<file path="config.mk">
export PLATFORM = sky130hd
export DESIGN_NAME = sdts_core
export DESIGN_NICKNAME = d
export VERILOG_FILES = /design/src/hw/sdts_pkg.sv /design/src/hw/sdts_core.sv
export SDC_FILE = /design/constraint.sdc
export NUM_CORES = 1
export LEC_CHECK = 0
export BUFFER_PORTS_ARGS = -buffer_cell sky130_fd_sc_hd__clkbuf_2
export CORE_UTILIZATION = 35
export DETAILED_ROUTE_END_ITERATION = 6
export PLACE_DENSITY = 0.58
export SYNTH_ARGS = -nofsm -noshare
export SYNTH_HDL_FRONTEND = slang
export SYNTH_SLANG_ARGS = --single-unit
export TNS_END_PERCENT = 1
</file>
<file path="constraint.sdc">
create_clock -name mclk -period 4.2 [get_ports mclk]
set_input_delay 0.21 -clock mclk [delete_from_list [all_inputs] [get_ports mclk]]
set_output_delay 0.21 -clock mclk [all_outputs]
set_load 0.01 [all_outputs]
</file>
<file path="src/hw/sdts_pkg.sv">
// Package for SDRAM timing and mode setup: offsets, fields, encodings, types
package sdts_pkg;
  localparam logic [15:0] CTRL_OFFSET     = 16'h0080;
  localparam logic [15:0] MODE_BASE       = 16'hA000;
  localparam logic [15:0] MODE_SPAN_MASK  = 16'hFC00;
  localparam int          MODE_W          = 10;
  localparam logic [31:0] CTRL_RESET      = 32'h0000_0000;
  // Held bits: mode_set_select, cke_level_control, timing fields; 16 and 7 stay zero
  localparam logic [31:0] CTRL_HELD_MASK  = 32'h0082_FF7F;
  localparam int          MODE_SET_BIT    = 23;
  localparam int          CKE_LEVEL_BIT   = 17;
  localparam int          CKE_LOW_LSB     = 13;
  localparam int          ACT_RW_LSB      = 11;
  localparam int          PRE_ACT_LSB     = 8;
  localparam int          WR_REC_LSB      = 5;
  localparam int          REF_ACT_LSB     = 2;
  localparam int          RD_LAT_LSB      = 0;
  localparam logic [4:0]  CKE_LOW_BASE    = 5'h04;
  localparam logic [1:0]  RD_LAT_TWO      = 2'h1;
  localparam logic [1:0]  RD_LAT_THREE    = 2'h2;
  localparam int          ADDR_W          = 15;
  localparam int          PALL_ADDR_BIT   = 10;

  typedef struct packed {
    logic csN;
    logic rasN;
    logic casN;
    logic weN;
  } sdts_cmd_t;

  localparam sdts_cmd_t CMD_NOP   = 4'h7;
  localparam sdts_cmd_t CMD_ACT   = 4'h3;
  localparam sdts_cmd_t CMD_READ  = 4'h5;
  localparam sdts_cmd_t CMD_WRITE = 4'h4;
  localparam sdts_cmd_t CMD_PRE   = 4'h2;
  localparam sdts_cmd_t CMD_REF   = 4'h1;
  localparam sdts_cmd_t CMD_MRS   = 4'h0;

  typedef enum logic [2:0] {
    REQ_ACT   = 3'h0,
    REQ_READ  = 3'h1,
    REQ_WRITE = 3'h2,
    REQ_PRE   = 3'h3,
    REQ_REF   = 3'h4,
    REQ_SELF  = 3'h5,
    REQ_EXIT  = 3'h6
  } sdts_req_e;

  typedef struct packed {
    sdts_req_e          kind;
    logic [ADDR_W-1:0]  addr;
  } sdts_req_t;

  typedef struct packed {
    sdts_cmd_t          cmd;
    logic [ADDR_W-1:0]  addr;
    logic               cke;
  } sdts_pins_t;

  typedef enum logic [2:0] {
    ST_RUN  = 3'b001,
    ST_SELF = 3'b010,
    ST_EXIT = 3'b100
  } sdts_state_e;
endpackage

</file>
<file path="src/hw/sdts_core.sv">
// SDRAM timing enforcement, CKE control and mode register loading
// Function
// - Setting CKE bit issues power-down exit
// - CKE pin follows CKE bit, low at reset
// - Self-refresh holds CKE low 4..11 cycles
// - Active to read/write waits 1..4 cycles
// - Precharge to active waits 1..8 cycles
// - Write recovery delay coded 1..4 cycles
// - Write to active waits recovery plus precharge
// - Refresh to active waits odd 1..15 cycles
// - Self-refresh exit waits same refresh delay
// - Read data captured after latency 2 or 3
// - Bits 16 and 7 read zero
// - Mode value ten bits, write only, address pins
// - Mode value taken from window offset
// - Mode value undefined until written
// - Window write: precharge-all or mode set
// - Clearing CKE bit issues power-down if enabled
`timescale 1ns/1ps
module sdts_core #(
  parameter int DATA_W = 32
) (
  input  wire logic                     mclk,
  input  wire logic                     reset,
  input  wire logic                     busSel,
  input  wire logic                     busWe,
  input  wire logic [15:0]              busAddr,
  input  wire logic [31:0]              busWdata,
  output logic      [31:0]              busRdata,
  output logic                          busAck,
  input  wire logic                     clockOutputEnable,
  input  wire logic                     reqValid,
  input  wire sdts_pkg::sdts_req_t      req,
  output logic                          reqReady,
  input  wire logic                     sdClk,
  output sdts_pkg::sdts_pins_t          sdPins,
  input  wire logic [DATA_W-1:0]        sdDataIn,
  output logic      [DATA_W-1:0]        readData,
  output logic                          readValid
);
  import sdts_pkg::*;

  if (DATA_W < 1 || DATA_W > 32) begin : g_bad_width
    $error("DATA_W out of range");
  end

  // SDRAM clock edge finder
  logic [2:0]        clkSync;
  logic [DATA_W-1:0] dataSync1;
  logic [DATA_W-1:0] dataSync2;
  wire               tick = clkSync[1] & ~clkSync[2];

  logic [31:0]       ctrl;
  logic [MODE_W-1:0] modeValue;
  logic              pendMode;
  logic              pendExitPd;
  logic              pendEnterPd;
  logic [4:0]        actWait;
  logic [4:0]        rwWait;
  logic [4:0]        ckeWait;
  logic [4:0]        exitWait;
  logic [1:0]        rdCount;
  logic              rdBusy;
  sdts_state_e       state;

  // Register decode
  wire ctrlHit  = busSel && busAddr == CTRL_OFFSET;
  wire modeHit  = busSel && (busAddr & MODE_SPAN_MASK) == MODE_BASE;
  wire ctrlWr   = ctrlHit && busWe;
  wire modeWr   = modeHit && busWe;
  wire [31:0] ctrlWrVal = busWdata & CTRL_HELD_MASK;
  wire ckeRise  = ctrlWr && ctrlWrVal[CKE_LEVEL_BIT] && !ctrl[CKE_LEVEL_BIT];
  wire ckeFall  = ctrlWr && !ctrlWrVal[CKE_LEVEL_BIT] && ctrl[CKE_LEVEL_BIT];

  // Field decode into cycle counts minus one
  wire [4:0] ckeLowN = CKE_LOW_BASE + {2'h0, ctrl[CKE_LOW_LSB +: 3]} - 5'h01;
  wire [4:0] actRwN  = {3'h0, ctrl[ACT_RW_LSB +: 2]};
  wire [4:0] preActN = {2'h0, ctrl[PRE_ACT_LSB +: 3]};
  wire [4:0] wrRecN  = {3'h0, ctrl[WR_REC_LSB +: 2]};
  wire [4:0] refActN = {1'b0, ctrl[REF_ACT_LSB +: 3], 1'b0};
  wire [4:0] wrActN  = wrRecN + preActN + 5'h01;
  wire [1:0] rdLat   = ctrl[RD_LAT_LSB +: 2];
  wire       rdLatOk = rdLat == RD_LAT_TWO || rdLat == RD_LAT_THREE;

  wire isAct   = req.kind == REQ_ACT;
  wire isRw    = req.kind == REQ_READ || req.kind == REQ_WRITE;
  wire isExit  = req.kind == REQ_EXIT;
  wire inRun   = state == ST_RUN;
  wire regBusy = pendMode || pendExitPd || pendEnterPd;
  wire reqOk   = (inRun && !isExit && !(isAct && actWait != 5'h00)
                  && !(isRw && rwWait != 5'h00)
                  && !(req.kind == REQ_READ && (!rdLatOk || rdBusy)))
                 || (state == ST_SELF && isExit && ckeWait == 5'h00);
  assign reqReady = tick && !regBusy && reqValid && reqOk;
  wire   issue    = reqReady;

  // Command selection
  sdts_cmd_t         next_cmd;
  logic [ADDR_W-1:0] next_addr;
  always_comb begin
    next_cmd  = CMD_NOP;
    next_addr = '0;
    if (pendMode && inRun) begin
      next_cmd = ctrl[MODE_SET_BIT] ? CMD_MRS : CMD_PRE;
      if (ctrl[MODE_SET_BIT]) begin
        next_addr = {{(ADDR_W-MODE_W){1'b0}}, modeValue};
      end else begin
        next_addr[PALL_ADDR_BIT] = 1'b1;
      end
    end else if (issue) begin
      next_addr = req.addr;
      unique case (req.kind)
        REQ_ACT:   next_cmd = CMD_ACT;
        REQ_READ:  next_cmd = CMD_READ;
        REQ_WRITE: next_cmd = CMD_WRITE;
        REQ_PRE:   next_cmd = CMD_PRE;
        REQ_REF:   next_cmd = CMD_REF;
        REQ_SELF:  next_cmd = CMD_REF;
        REQ_EXIT:  next_cmd = CMD_NOP;
        default:   next_cmd = CMD_NOP;
      endcase
    end
  end
  wire modeSent = tick && pendMode && inRun;
  wire cmdNow   = issue || modeSent;

  always_ff @(posedge mclk) begin
    clkSync   <= {clkSync[1:0], sdClk};
    dataSync1 <= sdDataIn;
    dataSync2 <= dataSync1;
  end

  always_ff @(posedge mclk) begin
    if (reset) begin
      ctrl <= CTRL_RESET;
    end else if (ctrlWr) begin
      ctrl <= ctrlWrVal;
    end
  end

  // Mode value has no reset and no readback
  always_ff @(posedge mclk) begin
    if (modeWr) begin
      modeValue <= busAddr[MODE_W-1:0];
    end
  end

  always_ff @(posedge mclk) begin
    if (reset) begin
      busAck   <= 1'b0;
      busRdata <= 32'h0000_0000;
    end else begin
      busAck   <= busSel;
      busRdata <= (ctrlHit && !busWe) ? ctrl : 32'h0000_0000;
    end
  end

  // Pending register-driven commands; a new write wins over completion
  always_ff @(posedge mclk) begin
    if (reset) begin
      pendMode    <= 1'b0;
      pendExitPd  <= 1'b0;
      pendEnterPd <= 1'b0;
    end else begin
      pendMode    <= modeWr || (pendMode && !modeSent);
      pendExitPd  <= ckeRise || (pendExitPd && !tick);
      pendEnterPd <= (ckeFall && clockOutputEnable) || (pendEnterPd && !tick);
    end
  end

  always_ff @(posedge mclk) begin
    if (reset) begin
      sdPins <= '{cmd: CMD_NOP, addr: '0, cke: 1'b0};
    end else if (tick) begin
      sdPins.cmd  <= next_cmd;
      sdPins.addr <= next_addr;
      sdPins.cke  <= ctrl[CKE_LEVEL_BIT] && !(state == ST_SELF)
                     && !(issue && req.kind == REQ_SELF);
    end
  end

  // Timing counters, counted in SDRAM clock cycles
  always_ff @(posedge mclk) begin
    if (reset) begin
      actWait  <= 5'h00;
      rwWait   <= 5'h00;
      ckeWait  <= 5'h00;
      exitWait <= 5'h00;
    end else if (tick) begin
      actWait  <= (actWait != 5'h00) ? actWait - 5'h01 : 5'h00;
      rwWait   <= (rwWait != 5'h00) ? rwWait - 5'h01 : 5'h00;
      ckeWait  <= (ckeWait != 5'h00) ? ckeWait - 5'h01 : 5'h00;
      exitWait <= (exitWait != 5'h00) ? exitWait - 5'h01 : 5'h00;
      if (modeSent && !ctrl[MODE_SET_BIT]) begin
        actWait <= preActN;
      end else if (issue) begin
        unique case (req.kind)
          REQ_ACT:   rwWait  <= actRwN;
          REQ_PRE:   actWait <= preActN;
          REQ_WRITE: actWait <= wrActN;
          REQ_REF:   actWait <= refActN;
          REQ_SELF:  ckeWait <= ckeLowN;
          REQ_EXIT:  exitWait <= refActN;
          default:   actWait <= actWait;
        endcase
      end
    end
  end

  always_ff @(posedge mclk) begin
    if (reset) begin
      state <= ST_RUN;
    end else if (tick) begin
      unique case (state)
        ST_RUN:  if (issue && req.kind == REQ_SELF) state <= ST_SELF;
        ST_SELF: if (issue) state <= ST_EXIT;
        ST_EXIT: if (exitWait == 5'h00) state <= ST_RUN;
        default: state <= ST_RUN;
      endcase
    end
  end

  // Read capture after programmed latency
  always_ff @(posedge mclk) begin
    if (reset) begin
      rdBusy    <= 1'b0;
      rdCount   <= 2'h0;
      readValid <= 1'b0;
      readData  <= '0;
    end else begin
      readValid <= 1'b0;
      if (tick && issue && req.kind == REQ_READ) begin
        rdBusy  <= 1'b1;
        rdCount <= rdLat;
      end else if (tick && rdBusy) begin
        if (rdCount == 2'h0) begin
          rdBusy    <= 1'b0;
          readValid <= 1'b1;
          readData  <= dataSync2;
        end else begin
          rdCount <= rdCount - 2'h1;
        end
      end
    end
  end
endmodule

</file>
Word level (Yosys, flattened, before mapping)
Cells that the tools add are included.
Widths: inputs -> output; s select.
{ "word_totals": {"ff_bits": 194, "input_bits": 105, "output_inout_bits": 87, "word_cells": 169} }
{ "op_classes": {"addsub": 9, "eq_ne": 18, "n_mux": 35, "bitwise_logic": 5, "reduce_logical": 77} }
{ "ops": {"columns": ["operator", "count"], "rows": [
  ["$mux 5", 15],
  ["$logic_and 1x1->1", 35],
  ["$mux 15", 2],
  ["$pmux 5 s4", 1],
  ["$reduce_bool 5->1", 4],
  ["$sub 5x1->5 const B", 4],
  ["$eq 16x8->1 const B", 1],
  ["$mux 3", 5],
  ["$pmux 3 s5", 1],
  ["$logic_not 1->1", 14],
  ["$eq 3x3->1 const B", 4],
  ["$logic_not 5->1", 2],
  ["$mux 10", 1],
  ["$eq 3x2->1 const B", 3],
  ["$logic_or 1x1->1", 9],
  ["$pmux 3 s3", 1],
  ["$mux 2", 4],
  ["$eq 3x1->1 const B", 2],
  ["$eq 6x6->1 const B", 1],
  ["$ne 2x2->1 const B", 3],
  ["$ne 6x2->1 const B", 1],
  ["$reduce_and 2->1", 3],
  ["$reduce_or 3->1", 2],
  ["$add 4x1->5 const B", 1],
  ["16 further kinds", 25]
]} }

Logic depth before layout (Yosys ltp)
Gate-level depths: netlist of run 1.
{ "depth": {"ltp_word": 13, "depth_mapped": 10, "ltp_nobuf": 9} }

Worst setup path after synthesis of run 1
Ideal clock, no wire load.
{ "synth_path": {"path_type": "register to register", "from": "register actWait[0]", "to": "register sdPins[18] (netlist name)", "setup_time_ps": 122, "t_arrival_ps": 2087, "t_required_ps": 4078, "slack_ps": 1991, "stages_incl_launch_ff": 10, "n_path_buf": 0, "period_less_slack_ps": 2209, "cell_sequence": "dfxtp_1 > inv_1 > ha_1 > nor4b_4 > o211ai_2 > or3_4 > a21o_4 > clkinv_4 > o211ai_1 > a221o_1"} }
{ "synth_via": {"elab_chain_cells": 10} }
{ "synth_lines": {"columns": ["element", "line_no", "text"], "rows": [
  ["from (decl)", "sdts_core.sv:58", "logic [4:0] actWait;"],
  ["from (signal assigned)", "sdts_core.sv:190", "actWait <= (actWait != 5'h00) ? actWait - 5'h01 : 5'h00;"],
  ["from (signal assigned)", "sdts_core.sv:195", "actWait <= preActN;"],
  ["from (signal assigned)", "sdts_core.sv:199", "REQ_PRE: actWait <= preActN;"],
  ["$reduce_bool 5->1", "sdts_core.sv:90", "wire reqOk = (inRun && !isExit && !(isAct && actWait != 5'h00)"],
  ["$logic_and 1x1->1", "sdts_core.sv:90", null],
  ["$logic_not 1->1", "sdts_core.sv:90", null],
  ["$logic_and 1x1->1", "sdts_core.sv:90", null],
  ["$logic_and 1x1->1", "sdts_core.sv:91", "&& !(isRw && rwWait != 5'h00)"],
  ["$logic_and 1x1->1", "sdts_core.sv:92", "&& !(req.kind == REQ_READ && (!rdLatOk || rdBusy)))"],
  ["$logic_or 1x1->1", "sdts_core.sv:93", "|| (state == ST_SELF && isExit && ckeWait == 5'h00);"],
  ["$logic_and 1x1->1", "sdts_core.sv:94", "assign reqReady = tick && !regBusy && reqValid && reqOk;"],
  ["$mux 3", "sdts_core.sv:110", "end else if (issue) begin"],
  ["$mux 3", "sdts_core.sv:103", "if (pendMode && inRun) begin"],
  ["to (signal assigned)", "sdts_core.sv:173", "sdPins <= '{cmd: CMD_NOP, addr: '0, cke: 1'b0};"],
  ["to (decl)", "sdts_core.sv:36", "output sdts_pkg::sdts_pins_t sdPins,"]
]} }
Every way passes these cells.
A chain may end at the register's enable or synchronous reset.

Final worst setup path of run 1
{ "layout_path": {"from": "register actWait[0]", "to": "output port reqReady"} }
{ "layout_via": {"elab_chain_cells": 8} }
{ "layout_lines": {"columns": ["element", "line_no", "text"], "rows": [
  ["$reduce_bool 5->1", "sdts_core.sv:90", null],
  ["$logic_and 1x1->1", "sdts_core.sv:90", null],
  ["$logic_not 1->1", "sdts_core.sv:90", null],
  ["$logic_and 1x1->1", "sdts_core.sv:90", null],
  ["$logic_and 1x1->1", "sdts_core.sv:91", null],
  ["$logic_and 1x1->1", "sdts_core.sv:92", null],
  ["$logic_or 1x1->1", "sdts_core.sv:93", null],
  ["$logic_and 1x1->1", "sdts_core.sv:94", null],
  ["to (decl)", "sdts_core.sv:34", "output logic reqReady,"]
]} }
Every way passes these cells.

==> results of run 1 <==
## per-layer routing
metal	GRT usage, %	vias up
li1	-	2707
met1	20.7	2535
met2	27.9	150
met3	5.65	12
met4	4.24	0
met5	0	-
## path summary, 6_finish.rpt
check	from	endpoint	slack [ns]
worst min-delay path	busWdata[14]	ctrl[14]	0.009
worst max register to register	actWait[0]	sdPins[18]	1.61
worst max-delay path	actWait[0]	reqReady	1.37
worst min register to register	dataSync1[26]	dataSync2[26]	0.33
## registers in the layout, indices dropped and copies added (netlist names), 10 cells and up
register and count:
dataSync1 32, dataSync2 32, readData 32, sdPins 19
busRdata 17, ctrl 17, modeValue 10
## what timing repair did
action	in CTS	in global routing
gates resized for setup	0	0
hold endpoints to repair	52	0
hold buffers	52	0
## worst max-delay path, delay by kind of cell, from the launching register on
family | cells | cell delay, ns
buf+inv | 3 | 0.43
compound gates | 2 | 0.43
simple gates | 2 | 0.77
fa+ha+maj | 1 | 0.21
flops | 1 | 0.34
## report_power, final
part | total, mW | internal (mW) | leakage (nW) | switching (mW)
Combinational | 0.320 | 0.151 | 1.75 | 0.170
Clock | 1.56 | 0.793 | 0.280 | 0.765
Sequential | 1.93 | 1.90 | 1.59 | 0.0279
Total | 3.81 | 2.84 | 3.62 | 0.962
## cell type report
| cell class | count | area share [%] |
|---|---|---|
| sequential | 193 | 44.4 |
| multi-input combinational | 408 | 29.3 |
| timing repair buffer | 217 | 15.2 |
| clock buffer | 18 | 4.81 |
| tap | 260 | 3.64 |
| clock inverter | 13 | 1.57 |
| inverter | 24 | 1.07 |
## Yosys cell counts, drive strengths merged, types with 2 or more instances
library cell | number | share of area (%)
dfxtp | 183 | 53
nand2 | 68 | 3.7
a21oi | 44 | 3.2
nor2 | 43 | 2.3
a22o | 32 | 4.1
clkbuf | 29 | 1.6
o21ai | 25 | 1.8
inv | 23 | 1.3
nor3 | 23 | 1.8
buf | 22 | 2.6
a211oi | 19 | 3.0
and2 | 13 | 1.2
nor4 | 13 | 1.2
edfxtp | 10 | 4.4
ha | 10 | 1.8
nand3 | 9 | 0.73
a31oi | 8 | 0.73
mux2i | 7 | 1.0
nor4b | 7 | 1.4
or3 | 7 | 0.78
xnor2 | 6 | 0.76
a22oi | 5 | 0.54
or4 | 5 | 0.54
nand2b | 4 | 0.36
nand3b | 4 | 0.44
nor2b | 4 | 0.36
nor3b | 3 | 0.40
a2111oi | 2 | 0.53
a32oi | 2 | 0.25
and3b | 2 | 0.27
nand4b | 2 | 0.25
o211ai | 2 | 0.29
o21bai | 2 | 0.22
o32ai | 2 | 0.25
or4b | 2 | 0.29
xor2 | 2 | 0.25
## cell families after synthesis
family	Yosys count	synth area share, %
mux	7	1.02
flops	193	57.5
buf+inv	76	5.66
fa+ha+maj	11	2.11
compound gates	153	16.2
xor+xnor	8	1.02
other cells	1	0.0544
simple gates	213	16.5
==> impl_metrics.json, run 1 <==
{
  "multiInputGateArea_um2": 2610,
  "ioPinCount": 192,
  "grt_antenna_before_repair": 1,
  "path_cells": "inv_1 > ha_1 > nor4b_4 > o211ai_2 > or3_4 > a21o_4 > clkinv_4 > clkbuf_2",
  "hold_viol_final": 0,
  "core_area_um2": 19000,
  "grt_pass1_vias": 5142,
  "path_max_fanout": 23,
  "clockRootBuffer": "clkbuf_16",
  "cts_max_level": 4,
  "wl_per_cell_um": 14.5,
  "grt_overflow_total": 0,
  "critPathCaptureType": "primary output",
  "synth_ff_type": "dfxtp_1",
  "crit_type": "reg -> out",
  "hold_path_class": "in -> reg",
  "portBuffers": 160,
  "dpl_cell_area_um2": 7840,
  "p_leak_nw": 3.62,
  "syn-mean-instance-area_um2": 10.4,
  "yosysWarnings": 0,
  "die-height_um": 142,
  "cts_tree": "yes",
  "fillers": 1773,
  "synthesis.instances": 662,
  "drtIter0Drc": 225,
  "drtPass1Iterations": 4,
  "cts.clk_slew.worst_paths_ns": 0.07,
  "arrival_ns": 2.62,
  "final_cell_mix": "dfxtp_1, clkbuf_2, nand2_1, dlygate4sd3_1, a21oi_1",
  "rows": 50,
  "finalPower_mw": 3.81,
  "via_per_inst": 4.77,
  "wl_met3_um": 966,
  "wl_met1_mm": 7.40,
  "synth_cell_types": 69,
  "slowest_stage": "or3_4",
  "final_cell_count_no_fill": 1133,
  "die-area_um2": 20300,
  "dp.cells": 1050,
  "tightest_slew_ns": 1.13,
  "startpoint_type": "flip-flop",
  "status": "finished clean",
  "clock_latency_ns": 0.43,
  "ys_seq_area_share_pct": 57.5,
  "drv_slew": 0,
  "cts_setup_buffers": 0,
  "dp_slack_ns": 1.59,
  "layout-drive-gt1-share_pct": 25.7,
  "seq_area_um2": 3960,
  "synth_edf_count": 10,
  "grtUsageTotal_pct": 16.8,
  "finalSetupViolations": 0,
  "drc": 0,
  "ys_seq_elements": 193,
  "async_flop_share_pct": 0,
  "slowest_delay_ns": 0.40,
  "r2r_cells": 9,
  "synth.cell_area_um2": 6890,
  "layout_min_cycle_time_ns": 2.83,
  "mostFrequentLayoutCell": "dfxtp_1",
  "dr_wl_met2_mm": 7.83,
  "timing.final.crit_share_pct": 67.3,
  "fin_util_pct": 46.9,
  "cap_viol_max_count": 0,
  "finalInstanceArea_um2": 8930,
  "whs_path_depth": 3,
  "nets": 977,
  "power_density_nw_per_um2": 426,
  "fin_ws_ns": 1.37,
  "rsz0062_at_grt": "false",
  "fin_hold_ws_ns": 0.00883,
  "routed_wl_mm": 16.4,
  "fp.dieW_um": 142,
  "areaGrowthSynthToFinish_pct": 29.5,
  "peakVddDrop_uv": 440,
  "start_util_pct": 36.3,
  "setup_tns_ns": 0,
  "relSlewSlack_pct": 23.9,
  "cts.sinks": 193,
  "ant_nets": 0,
  "dp_hpwl_mm": 11.0,
  "vias": 5404,
  "grt_start_max_net_pins": 50,
  "routabilityCongestion": 0.827,
  "highest_layer": "met4",
  "cts_made_buffers": 17,
  "required_ns": 3.99,
  "fin_skew_ns": 0.0122,
  "clockBufferDepth": 2,
  "grt_first_pass_wirelength_mm": 26.1,
  "n_antenna_cell": 0,
  "max_freq_mhz": 354
}
Power figures use the tool's default switching activity.
==> run 2, diff against run 1 <==
--- a/config.mk
+++ b/config.mk
@@ -8,7 +8,7 @@
 export BUFFER_PORTS_ARGS = -buffer_cell sky130_fd_sc_hd__clkbuf_2
 export CORE_UTILIZATION = 35
 export DETAILED_ROUTE_END_ITERATION = 6
-export PLACE_DENSITY = 0.58
+export PLACE_DENSITY = 0.6
 export SYNTH_ARGS = -nofsm -noshare
 export SYNTH_HDL_FRONTEND = slang
 export SYNTH_SLANG_ARGS = --single-unit
==> constraint.sdc (replaced) <==
create_clock -name mclk -period 2.51 [get_ports mclk]
set_input_delay 0.1255 -clock mclk [delete_from_list [all_inputs] [get_ports mclk]]
set_output_delay 0.1255 -clock mclk [all_outputs]
set_load 0.01 [all_outputs]
==> run 2 against run 1 <==
Effect of this change: first-iteration DRC count rose by 0.89%; sequential power grew 67%; register-to-register slack lost 1.5 ns; critical path type unchanged; utilization is 2.8 points higher; setup slack worse by 1.3 ns; critical path depth is the same; highest routed layer unchanged; power up 75%; non-clock buffer count grew 51; die area stayed put; flip-flop and latch count unchanged; global-route usage rose by 0.85 points.
==> impl_metrics.json, run 2 (synthesized netlist as in run 1, its figures left out) <==
{
  "fin_hold_ws_ns": 0.0373,
  "rr_startpoint": "actWait[0]",
  "mostFrequentLayoutCell": "dfxtp_1",
  "power_density_nw_per_um2": 705,
  "cap_viol_max_count": 0,
  "power_frac_comb_pct": 9.1,
  "top_regs": "dataSync1: 32 flops, dataSync2: 32 flops, readData: 32 flops",
  "layout-drive-gt1-share_pct": 27.5,
  "relSlewSlack_pct": 62.6,
  "start_util_pct": 36.3,
  "fp.dieW_um": 142,
  "areaGrowthSynthToFinish_pct": 37.2,
  "critPathCaptureType": "primary output",
  "arrival_ns": 2.30,
  "grt_overflow_total": 0,
  "routabilityCongestion": 0.847,
  "grt_first_pass_wirelength_mm": 27.8,
  "die-area_um2": 20300,
  "p_leak_nw": 3.89,
  "via_per_inst": 4.71,
  "cts_tree": "yes",
  "rows": 50,
  "finalSetupViolations": 0,
  "die-height_um": 142,
  "startpoint_type": "flip-flop",
  "clkPwrFrac_pct": 42.6,
  "ant_nets": 0,
  "max_freq_mhz": 412,
  "portBuffers": 160,
  "nets": 1028,
  "grt_antenna_before_repair": 0,
  "ioPinCount": 192,
  "setup_tns_ns": 0,
  "wl_per_cell_um": 14.4,
  "intPower_mw": 4.90,
  "layout_min_cycle_time_ns": 2.43,
  "hold_viol_final": 0,
  "crit_type": "reg -> out",
  "worstReg2RegEnd": "rdCount[1]",
  "cts.clk_slew.worst_paths_ns": 0.08,
  "drv_slew": 0,
  "drc": 0,
  "cts.sinks": 193,
  "grt_start_max_net_pins": 37,
  "tightest_slew_ns": 0.559,
  "routed_wl_mm": 17.1,
  "timing.final.crit_share_pct": 96.8,
  "status": "finished clean",
  "swShare_pct": 26.6,
  "dpl_cell_area_um2": 8020,
  "cts_made_buffers": 17,
  "clock_latency_ns": 0.43,
  "vias": 5578,
  "clockBufferDepth": 2,
  "path_max_fanout": 23,
  "final_cell_mix": "dfxtp_1, clkbuf_2, dlygate4sd3_1, nand2_1, a21oi_1",
  "grt_pass1_vias": 5560,
  "fillers": 1786,
  "peakVddDrop_uv": 595,
  "required_ns": 2.38,
  "clockRootBuffer": "clkbuf_16",
  "rrSetupSlack_ns": 0.14,
  "pwr-share-seq_pct": 48.4,
  "fin_skew_ns": 0.0114,
  "n_antenna_cell": 0,
  "dp_hpwl_mm": 11.8,
  "crit_end": "reqReady",
  "p_sw_mw": 1.77,
  "finalInstanceArea_um2": 9460,
  "r2r_cells": 9,
  "grtUsageTotal_pct": 17.6,
  "core_area_um2": 19000,
  "hold_path_class": "in -> reg",
  "cts_max_level": 4,
  "drtPass1Iterations": 6,
  "rsz0062_at_grt": "true",
  "critPathLaunch": "actWait[0]",
  "drtIter0Drc": 227
}
==> run 2: cell types whose count changed in the layout (fill, tap and decap cells not counted) <==
cell / before / now
buf_4: 5 / 32
clkbuf_1: 1 / 0
clkinv_2: 1 / 0
clkinv_4: 4 / 0
clkinv_8: 2 / 6
dlygate4sd3_1: 52 / 76
ha_1: 10 / 9
ha_2: 0 / 1
inv_12: 1 / 7
inv_8: 3 / 0
==> run 2: cell type report <==
cell class / count / area [um2] / share of cell area, %
tap: 260 / 325 / 3.44
clock buffer: 17 / 425 / 4.50
timing repair buffer: 268 / 1800 / 19.1
multi-input combinational: 408 / 2620 / 27.7
inverter: 24 / 103 / 1.08
clock inverter: 15 / 221 / 2.34
sequential: 193 / 3960 / 41.9
==> run 2: what timing repair did <==
item / CTS / global route
endpoints found under the hold margin: 77 / 0
pin swaps: 2 / 2
gates resized for setup: 1 / 2
hold buffers: 76 / 0
buffers inserted: 3 / 2
setup endpoints to repair: 1 / 5
==> run 2: how the worst min path moves through the flow <==
| stage | endpoint | startpoint | slack (ns) | cells past startpoint |
|---|---|---|---|---|
| floorplan | clkSync[0] | sdClk | 0.15 | 0 |
| global placement | dataSync1[11] | sdDataIn[11] | 0.23 | 1 |
| detailed placement | dataSync1[15] | sdDataIn[15] | 0.23 | 1 |
| CTS | sdPins[11] | req[10] | 0.02 | 3 |
| global route | sdPins[11] | req[10] | 0.05 | 3 |
| finish | sdPins[11] | req[10] | 0.04 | 3 |
==> run 2: routing by layer <==
metal / track usage [%] / routed length (um)
met5: 0 / 0
met4: 7.87 / 564
met3: 4.78 / 929
met2: 29.6 / 8190
met1: 21.0 / 7420
==> run 2: power by group through the flow <==
stage / sequential (mW) / combinational (mW) / clock, mW
after floorplan: 3.30 / 0.320 / 0
after global placement: 3.30 / 0.491 / 0
after detailed placement: 3.30 / 0.496 / 0
after CTS: 3.23 / 0.601 / 2.93
after global routing: 3.24 / 0.662 / 3.05
final: 3.23 / 0.604 / 2.84
==> run 2: metrics by stage <==
step	instances	util (%)	setup slack, ns	power (mW)
5_1_grt	1185	49.7	-0.0202	6.95
6_report	1185	49.7	0.0800	6.67
3_3_place_gp	1073	42.2	0.181	3.79
2_1_floorplan	677	-	0.301	3.62
4_1_cts	1183	49.6	0.00830	6.76
3_5_place_dp	1073	42.2	0.122	3.79
==> run 2: worst max-delay path, stage by stage, from the launching register on <==
cell and delay (ns):
dfxtp_1 0.34, inv_1 0.07, ha_2 0.20, nor4b_4 0.23, o211ai_2 0.14, or3_4 0.39
a21o_4 0.24, clkinv_8 0.11, clkbuf_2 0.15
